## src/common/acs_regs.svh

```systemverilog
// register offsets, field positions, reset values and timing counts of the
// conversion sequencer; definitions only, included by bare name
`ifndef ACS_REGS_SVH
`define ACS_REGS_SVH

// ****************************************************************
// register byte offsets (apb, one aligned word each)
// ****************************************************************
`define ACS_OFF_CTRL_A 8'h00
`define ACS_OFF_CTRL_B 8'h04
`define ACS_OFF_RESULT 8'h08
`define ACS_OFF_IRQ_STATUS 8'h0c
`define ACS_OFF_IRQ_MASK 8'h10

// ****************************************************************
// field positions
// ****************************************************************
`define ACS_A_START 7
`define ACS_A_IN_PROGRESS 6
`define ACS_A_POWER_OFF 5
`define ACS_B_REF_SEL 4
`define ACS_B_DIV_HI 2
`define ACS_B_DIV_LO 0
`define ACS_IRQ_DONE 0

// ****************************************************************
// reset values
// ****************************************************************
`define ACS_RST_START 1'b0
`define ACS_RST_IN_PROGRESS 1'b1
`define ACS_RST_POWER_OFF 1'b1
`define ACS_RST_REF_SEL 1'b0
`define ACS_RST_DIV 3'h0
`define ACS_RST_MASK 1'b0

// ****************************************************************
// timing: conversion length in conversion clock periods, and the divider code that stops the clock
// ****************************************************************
`define ACS_CONV_PERIODS 5'h10
`define ACS_DIV_UNDEFINED 3'h7

`endif

```

## src/common/acs_pkg.sv

```systemverilog
// types shared by the conversion sequencer and its prescaler
// assumes the constants of acs_regs.svh for offsets and counts
package acs_pkg;

	// gray along idle -> hold -> convert; convert -> idle flips both bits
	typedef enum logic [1:0] {
		ACS_IDLE = 2'h0,
		ACS_HOLD = 2'h1,
		ACS_CONVERT = 2'h3
	} acs_state_t;

	typedef logic [2:0] acs_div_sel_t;

endpackage

```

## src/rtl/acs_clk_div.sv

```systemverilog
// conversion clock prescaler: one tick per conversion clock period
// assumes pclk is the system clock; restart realigns the period
`timescale 1ns/1ns
`include "acs_regs.svh"

module acs_clk_div (
	// clock and reset
	input wire logic pclk,
	input wire logic presetn,
	// control
	input wire logic restart,
	input wire acs_pkg::acs_div_sel_t div_sel,
	// conversion clock tick
	output logic tick
);

	logic [5:0] cnt_ff;
	logic [5:0] nxt_cnt;
	logic [5:0] limit;
	logic tick_ff;
	logic nxt_tick;

	// ****************************************************************
	// divide by 1,2,4 .. 64; undefined code stops the clock
	// ****************************************************************
	always_comb begin
		case (div_sel)
			3'h0: limit = 6'h00;
			3'h1: limit = 6'h01;
			3'h2: limit = 6'h03;
			3'h3: limit = 6'h07;
			3'h4: limit = 6'h0f;
			3'h5: limit = 6'h1f;
			3'h6: limit = 6'h3f;
			default: limit = 6'h00;
		endcase
		nxt_cnt = cnt_ff + 6'h01;
		nxt_tick = 1'b0;
		if (restart || div_sel == `ACS_DIV_UNDEFINED) begin
			nxt_cnt = 6'h00;
		end else if (cnt_ff >= limit) begin
			nxt_cnt = 6'h00;
			nxt_tick = 1'b1;
		end
	end

	always_ff @(posedge pclk or negedge presetn) begin
		if (!presetn) begin
			cnt_ff <= 6'h00;
			tick_ff <= 1'b0;
		end else begin
			cnt_ff <= nxt_cnt;
			tick_ff <= nxt_tick;
		end
	end

	assign tick = tick_ff;

endmodule

```

## src/rtl/acs_sequencer.sv

```systemverilog
// conversion sequencer: apb registers, start/reset control, in-progress
// flag, completion interrupt, prescaler, power and reference control
// assumes the analog converter steps on conv_step and presents its result
// on conv_result, same clock as pclk
//
// Register access over APB and the register addresses were chosen for this implementation.
`timescale 1ns/1ns
`include "acs_regs.svh"

module acs_sequencer (
	// clock and reset
	input wire logic pclk,
	input wire logic presetn,
	// apb slave
	input wire logic psel,
	input wire logic penable,
	input wire logic pwrite,
	input wire logic [7:0] paddr,
	input wire logic [31:0] pwdata,
	output logic [31:0] prdata,
	output logic pready,
	output logic pslverr,
	// analog converter
	input wire logic [11:0] conv_result,
	output logic conv_reset,
	output logic conv_power_down,
	output logic conv_step,
	output logic conv_ref_external,
	// shared reference pin
	output logic ref_pin_ref_fn,
	output logic ref_pin_other_fn_disable,
	// interrupt
	output logic irq
);

	// ****************************************************************
	// state
	// ****************************************************************
	acs_pkg::acs_state_t state_ff;
	acs_pkg::acs_state_t nxt_state;
	logic start_ff;
	logic nxt_start;
	logic in_progress_ff;
	logic nxt_in_progress;
	logic power_off_ff;
	logic nxt_power_off;
	logic ref_sel_ff;
	logic nxt_ref_sel;
	acs_pkg::acs_div_sel_t div_sel_ff;
	acs_pkg::acs_div_sel_t nxt_div_sel;
	logic [4:0] period_cnt_ff;
	logic [4:0] nxt_period_cnt;
	logic [11:0] result_ff;
	logic [11:0] nxt_result;
	logic irq_status_ff;
	logic nxt_irq_status;
	logic irq_mask_ff;
	logic nxt_irq_mask;
	logic [31:0] prdata_ff;
	logic [31:0] nxt_prdata;
	logic irq_ff;
	logic nxt_irq;

	logic setup;
	logic access;
	logic wr;
	logic mapped;
	logic div_restart;
	logic tick;
	logic step;
	logic done;

	// ****************************************************************
	// apb decode
	// ****************************************************************
	assign setup = psel && !penable;
	assign access = psel && penable;
	assign wr = access && pwrite;

	always_comb begin
		case (paddr)
			`ACS_OFF_CTRL_A,
			`ACS_OFF_CTRL_B,
			`ACS_OFF_RESULT,
			`ACS_OFF_IRQ_STATUS,
			`ACS_OFF_IRQ_MASK: mapped = 1'b1;
			default: mapped = 1'b0;
		endcase
	end

	// zero wait states: every access completes in its first access cycle
	assign pready = 1'b1;
	assign pslverr = access && !mapped;

	// ****************************************************************
	// conversion clock prescaler
	// ****************************************************************
	// the undefined code parks the prescaler, so a conversion stalls
	acs_clk_div u_clk_div (
		.pclk(pclk),
		.presetn(presetn),
		.restart(div_restart),
		.div_sel(div_sel_ff),
		.tick(tick)
	);

	// a powered-down converter makes no progress; a start write landing
	// mid-conversion holds the converter in reset, so no step that cycle
	assign step = tick && (state_ff == acs_pkg::ACS_CONVERT)
		&& !power_off_ff && !start_ff;
	assign done = step && (period_cnt_ff == `ACS_CONV_PERIODS - 5'h01);

	// ****************************************************************
	// control registers
	// ****************************************************************
	always_comb begin
		nxt_start = start_ff;
		nxt_power_off = power_off_ff;
		nxt_ref_sel = ref_sel_ff;
		nxt_div_sel = div_sel_ff;
		nxt_irq_mask = irq_mask_ff;
		if (wr && paddr == `ACS_OFF_CTRL_A) begin
			// in-progress bit is status only; writes to it fall away
			nxt_start = pwdata[`ACS_A_START];
			nxt_power_off = pwdata[`ACS_A_POWER_OFF];
		end
		if (wr && paddr == `ACS_OFF_CTRL_B) begin
			nxt_ref_sel = pwdata[`ACS_B_REF_SEL];
			nxt_div_sel = pwdata[`ACS_B_DIV_HI:`ACS_B_DIV_LO];
		end
		if (wr && paddr == `ACS_OFF_IRQ_MASK) begin
			nxt_irq_mask = pwdata[`ACS_IRQ_DONE];
		end
	end

	always_ff @(posedge pclk or negedge presetn) begin
		if (!presetn) begin
			start_ff <= `ACS_RST_START;
			power_off_ff <= `ACS_RST_POWER_OFF;
			ref_sel_ff <= `ACS_RST_REF_SEL;
			div_sel_ff <= `ACS_RST_DIV;
			irq_mask_ff <= `ACS_RST_MASK;
		end else begin
			start_ff <= nxt_start;
			power_off_ff <= nxt_power_off;
			ref_sel_ff <= nxt_ref_sel;
			div_sel_ff <= nxt_div_sel;
			irq_mask_ff <= nxt_irq_mask;
		end
	end

	// ****************************************************************
	// conversion sequence
	// ****************************************************************
	always_comb begin
		nxt_state = state_ff;
		nxt_in_progress = in_progress_ff;
		nxt_period_cnt = period_cnt_ff;
		nxt_result = result_ff;
		div_restart = 1'b0;
		case (state_ff)
			acs_pkg::ACS_IDLE: begin
				if (start_ff) begin
					nxt_state = acs_pkg::ACS_HOLD;
				end
			end
			acs_pkg::ACS_HOLD: begin
				nxt_in_progress = 1'b1;
				nxt_period_cnt = 5'h00;
				div_restart = 1'b1;
				if (!start_ff) begin
					// falling start edge launches the conversion
					nxt_state = acs_pkg::ACS_CONVERT;
				end
			end
			acs_pkg::ACS_CONVERT: begin
				if (start_ff) begin
					// raising start again aborts and re-resets
					nxt_state = acs_pkg::ACS_HOLD;
				end else if (done) begin
					nxt_state = acs_pkg::ACS_IDLE;
					nxt_in_progress = 1'b0;
					nxt_result = conv_result;
					nxt_period_cnt = 5'h00;
				end else if (step) begin
					// power-off stalls the count rather than aborting it
					nxt_period_cnt = period_cnt_ff + 5'h01;
				end
			end
			default: begin
				nxt_state = acs_pkg::ACS_IDLE;
			end
		endcase
		if (start_ff) begin
			nxt_in_progress = 1'b1;
		end
	end

	always_ff @(posedge pclk or negedge presetn) begin
		if (!presetn) begin
			state_ff <= acs_pkg::ACS_IDLE;
			in_progress_ff <= `ACS_RST_IN_PROGRESS;
			period_cnt_ff <= 5'h00;
			result_ff <= 12'h000;
		end else begin
			state_ff <= nxt_state;
			in_progress_ff <= nxt_in_progress;
			period_cnt_ff <= nxt_period_cnt;
			result_ff <= nxt_result;
		end
	end

	// ****************************************************************
	// interrupt: sticky done flag, cleared by reading status
	// ****************************************************************
	always_comb begin
		nxt_irq_status = irq_status_ff;
		// clear only what the reader saw; a new completion still sets
		if (access && !pwrite && paddr == `ACS_OFF_IRQ_STATUS && prdata_ff[`ACS_IRQ_DONE]) begin
			nxt_irq_status = 1'b0;
		end
		if (done) begin
			nxt_irq_status = 1'b1;
		end
		// built from next values so irq rises with the status bit
		nxt_irq = nxt_irq_status && nxt_irq_mask;
	end

	always_ff @(posedge pclk or negedge presetn) begin
		if (!presetn) begin
			irq_status_ff <= 1'b0;
			irq_ff <= 1'b0;
		end else begin
			irq_status_ff <= nxt_irq_status;
			irq_ff <= nxt_irq;
		end
	end

	assign irq = irq_ff;

	// ****************************************************************
	// read data, captured in the setup cycle
	// ****************************************************************
	always_comb begin
		nxt_prdata = prdata_ff;
		if (setup) begin
			nxt_prdata = 32'h0000_0000;
			case (paddr)
				`ACS_OFF_CTRL_A: begin
					nxt_prdata[`ACS_A_START] = start_ff;
					nxt_prdata[`ACS_A_IN_PROGRESS] = in_progress_ff;
					nxt_prdata[`ACS_A_POWER_OFF] = power_off_ff;
				end
				`ACS_OFF_CTRL_B: begin
					nxt_prdata[`ACS_B_REF_SEL] = ref_sel_ff;
					nxt_prdata[`ACS_B_DIV_HI:`ACS_B_DIV_LO] = div_sel_ff;
				end
				`ACS_OFF_RESULT: nxt_prdata[11:0] = result_ff;
				`ACS_OFF_IRQ_STATUS: nxt_prdata[`ACS_IRQ_DONE] = irq_status_ff;
				`ACS_OFF_IRQ_MASK: nxt_prdata[`ACS_IRQ_DONE] = irq_mask_ff;
				// unmapped offsets read zero and raise pslverr
				default: nxt_prdata = 32'h0000_0000;
			endcase
		end
	end

	always_ff @(posedge pclk or negedge presetn) begin
		if (!presetn) begin
			prdata_ff <= 32'h0000_0000;
		end else begin
			prdata_ff <= nxt_prdata;
		end
	end

	assign prdata = prdata_ff;

	// ****************************************************************
	// converter and pin control
	// ****************************************************************
	assign conv_reset = (state_ff == acs_pkg::ACS_HOLD) || start_ff;
	assign conv_power_down = power_off_ff;
	assign conv_step = step;
	assign conv_ref_external = ref_sel_ff;
	assign ref_pin_ref_fn = ref_sel_ff;
	assign ref_pin_other_fn_disable = ref_sel_ff;

endmodule

```

## config.mk

```make
export PLATFORM = sky130hd
export DESIGN_NAME = acs_sequencer
export DESIGN_NICKNAME = d
export VERILOG_FILES = /design/src/common/acs_pkg.sv /design/src/rtl/acs_clk_div.sv /design/src/rtl/acs_sequencer.sv
export VERILOG_INCLUDE_DIRS = /design/src /design/src/common
export SDC_FILE = /design/constraint.sdc
export NUM_CORES = 1
export LEC_CHECK = 0
export BUFFER_PORTS_ARGS = -buffer_cell sky130_fd_sc_hd__buf_2
export CAP_MARGIN = 10
export CORE_ASPECT_RATIO = 1.75
export CORE_MARGIN = 4
export CORE_UTILIZATION = 43
export DETAILED_ROUTE_END_ITERATION = 12
export GPL_TIMING_DRIVEN = 0
export HOLD_SLACK_MARGIN = 0.08
export MAX_ROUTING_LAYER = met4
export PLACE_DENSITY_LB_ADDON = 0.25
export SYNTH_ARGS = -nofsm -noshare
export SYNTH_HDL_FRONTEND = slang
export SYNTH_SLANG_ARGS = --single-unit
```

## constraint.sdc

```tcl
create_clock -name pclk -period 2.6 [get_ports pclk]
set_input_delay 0.52 -clock pclk [delete_from_list [all_inputs] [get_ports pclk]]
set_output_delay 0.52 -clock pclk [all_outputs]
set_load 0.02 [all_outputs]
```

==> impl_results.rst <==
.. list-table::
   :header-rows: 1

   * - Metric
     - Value
   * - Pwr Density
     - 502 mW/mm²
   * - GRT Total Usage
     - 0.160
   * - Part of the cycle the worst path needs
     - 0.897
   * - Initial DRC count
     - 42
   * - Max-slew violation count
     - 0
   * - Endpoint kind of the worst setup timing path
     - output port
   * - Run status
     - completed
   * - Final Critical Period
     - about 2.3 ns
   * - Global-route wire length before repair
     - 8510 µm
   * - DIE WIDTH
     - about 65 µm
   * - Fraction of the core area covered by cells at the end of the flow
     - 0.532
   * - Int Power
     - ~1.1 mW
   * - Setup repair after global routing missed its margin
     - no
   * - Cell leakage power
     - around 1.5 nW
   * - Detailed-route wire length
     - slightly below 5000 µm
   * - Clock Skews
     - 0.0168 ns
   * - Maximum clock frequency
     - ~430 MHz
   * - Yosys cell types
     - 46
   * - Total I/O pin count
     - a little under 100
   * - Area growth, synth to finish
     - 20.4%
   * - Seq/Total Area, Yosys
     - 0.488
   * - Share of synthesized registers carrying an async set or reset
     - 1.00
   * - CTS tree
     - built
   * - Clk pwr share
     - 0.304
   * - Kind of start point of the critical path
     - primary input
   * - Clock Root Buffer
     - sky130_fd_sc_hd__clkbuf_8
   * - Hold violation count in the final report
     - 0
   * - Cells after synthesis
     - 226
   * - CTS Hold Bufs
     - 0
   * - Type of the most critical hold path
     - primary input to asynchronous set/reset pin
   * - Net switching share of the total power
     - 0.286
   * - Sequential power share
     - 0.545
   * - Total congestion overflow
     - 0
   * - Worst-case headroom to the max-slew limit
     - 0.290
   * - Synth Cell Area
     - 0.00247 mm²
   * - Number of buffers created by CTS
     - 5
   * - Number of placement rows
     - 36
   * - Final number of setup-violating endpoints
     - 0
   * - Insertion delay to the later sink of the worst-skew pair
     - between 0.3 and 0.4 ns
   * - Commonest cells after routing, fill and taps aside
     - sky130_fd_sc_hd__buf_2 (49), sky130_fd_sc_hd__dfrtp_1 (46), sky130_fd_sc_hd__buf_4 (23), sky130_fd_sc_hd__conb_1 (21), sky130_fd_sc_hd__nand2_1 (18)
   * - Arrival time of the worst setup path
     - 1.81 ns
   * - Height of the die
     - about 110 µm
   * - RePlAce Congestion
     - roughly 0.75
   * - Share of cells above drive strength 1
     - 0.341
   * - First-pass iteration count of the detailed router
     - 4
   * - Final routed wire length divided by cell count
     - approximately 13 µm
   * - Detail-routed via count per cell
     - approximately 4.8
   * - Clock transition at the register clock pins on the worst setup and hold paths after CTS
     - 0.10 ns
   * - Main synth FF type
     - sky130_fd_sc_hd__dfrtp_1
   * - Peak VDD IR
     - approximately 400 µV
   * - Pin slew with the least headroom to its limit
     - around 1.1 ns
   * - Psw
     - between 400 and 500 µW
   * - Total number of vias
     - 1814
   * - Flip-flop and latch count after synthesis
     - between 40 and 50
   * - Via count of the first global-routing pass
     - approximately 1900
   * - Cell count of the worst reg-to-reg path
     - 8
   * - Fraction of power consumed by combinational cells
     - 0.150
   * - Number of antenna violations at the first check in global routing
     - 0
   * - Overall power after layout
     - between 1 and 1.5 mW
   * - Buffers inserted during post-CTS setup optimization
     - 0
   * - Layout Nets
     - between 300 and 400
   * - Total number of yosys warnings
     - 0
   * - Multi-input gate area
     - 0.00112 mm²
   * - Setup tns final
     - 0 ns
   * - Number of design rule violations left after detail routing
     - 0
   * - Antenna Nets Post-Route
     - 0
   * - Initial Util
     - 0.442
   * - Total die area
     - 0.00706 mm²
   * - Filler cells
     - around 570
   * - Sequential cell area in the final layout
     - around 0.0012 mm²
   * - Inserted Diodes
     - 0
   * - Max FO, Critical Path
     - 4
   * - Number of enable flip-flop cells after synthesis
     - 0
   * - CTS H-Tree Depth
     - 2
   * - PostCTS Resize Cnt
     - 0
   * - Core area
     - around 0.0056 mm²
   * - Classification of the worst setup path
     - primary input to output port
   * - Number of sinks driven by the clock tree
     - 48
   * - Max Buffers Root-to-Sink
     - 2
   * - Pin count of the biggest net entering global routing
     - 49
   * - Max-cap violation count
     - 0
   * - IO Port Bufs
     - ~50
   * - Per-instance average area after synthesis
     - between 10 and 15 µm²
   * - Most common library cell in the layout ignoring fill and taps
     - sky130_fd_sc_hd__buf_2
   * - DP Wirelength
     - ~3900 µm
   * - Endpoint required time on the critical path
     - approximately 2.1 ns
## cell type report
| class | instances | area share |
|---|---|---|
| Multi-Input combinational cell | 164 | 0.379 |
| Tap cell | 76 | 0.0320 |
| Clock inverter | 3 | 0.00800 |
| Inverter | 3 | 0.00379 |
| Timing Repair Buffer | 49 | 0.0825 |
| Sequential cell | 48 | 0.405 |
| Buffer | 30 | 0.0669 |
| Clock buffer | 5 | 0.0232 |
## critical path, cell delays in order
cell and delay, ns:
sky130_fd_sc_hd__buf_2 0.10, sky130_fd_sc_hd__or4_1 0.55, sky130_fd_sc_hd__or2_1 0.29, sky130_fd_sc_hd__o21a_1 0.20, sky130_fd_sc_hd__buf_2 0.15
## power groups by stage
stage               logic (mW)  clock network (mW)  registers [mW]
finish                   0.224               0.454           0.813
detailed placement       0.226                   0           0.829
global placement         0.223                   0           0.828
global route             0.251               0.500           0.821
floorplan                0.154                   0           0.822
CTS                      0.226               0.474           0.814
## cells in the mapped netlist, drive strengths merged (4+ instances only)
master | number | share of area
a21oi | 5 | 0.010
a22o | 5 | 0.018
a22oi | 6 | 0.018
and2 | 4 | 0.010
buf | 23 | 0.070
clkbuf | 7 | 0.011
dfrtp | 46 | 0.47
ha | 8 | 0.041
mux2 | 19 | 0.090
nand2 | 18 | 0.027
nand3 | 6 | 0.012
nor2 | 5 | 0.0076
nor2b | 5 | 0.013
nor3 | 5 | 0.010
o21ai | 10 | 0.020
or3 | 4 | 0.012
xor2 | 4 | 0.014
## per-stage QoR
| stage | instances | setup slack (ns) | hold WS [ns] | cell area, µm² |
|---|---|---|---|---|
| 6_report | 378 | 0.267 | 0.393 | 2970 |
| 3_3_place_gp | 370 | 0.185 | 0.470 | 2880 |
| 5_1_grt | 378 | 0.200 | 0.418 | 2970 |
| 4_1_cts | 378 | 0.262 | 0.416 | 2970 |
| 2_1_floorplan | 245 | 0.407 | 0.224 | 2540 |
| 3_5_place_dp | 370 | 0.192 | 0.482 | 2880 |
## worst paths after layout
| check | start | end | slack (ns) |
|---|---|---|---|
| setup / recovery | paddr[1] | pslverr | 0.27 |
| hold / removal | presetn | period_cnt_ff[1] | 0.39 |
| setup reg to reg | div_sel_ff[1] | u_clk_div.cnt_ff[5] | 0.42 |
| hold reg to reg | result_ff[11] | prdata[11] | 0.49 |
| max in group asynchronous | presetn | prdata[4] | 1.54 |
| min in group pclk | pwdata[1] | div_sel_ff[1] | 0.43 |
## flip-flops by register name, summed over array words and instances, names as in the netlist, 2 cells and up
| signal | cells |
|---|---|
| prdata | 12 |
| result_ff | 12 |
| u_clk_div.cnt_ff | 6 |
| period_cnt_ff | 5 |
| div_sel_ff | 3 |
| state_ff | 2 |
## per-layer routing
metal / GRT usage / share of wire / vias up
met5: - / 0 / -
met4: 0.0623 / 0.020 / 0
met3: 0.0312 / 0.045 / 7
met2: 0.283 / 0.56 / 41
met1: 0.174 / 0.38 / 861
li1: - / - / 905
## logic make-up (layout without fill, tap and decap cells)
| logic type | Yosys count | in the layout | share of synthesized area |
|---|---|---|---|
| xor+xnor | 7 | 7 | 0.0248 |
| mux | 20 | 20 | 0.0938 |
| compound gates | 37 | 37 | 0.100 |
| fa+ha+maj | 8 | 8 | 0.0406 |
| simple gates | 71 | 71 | 0.164 |
| other cells | 2 | 21 | 0.00304 |
| buf+inv | 33 | 90 | 0.0852 |
| flops | 48 | 48 | 0.488 |
Power figures use the tool's default switching activity.
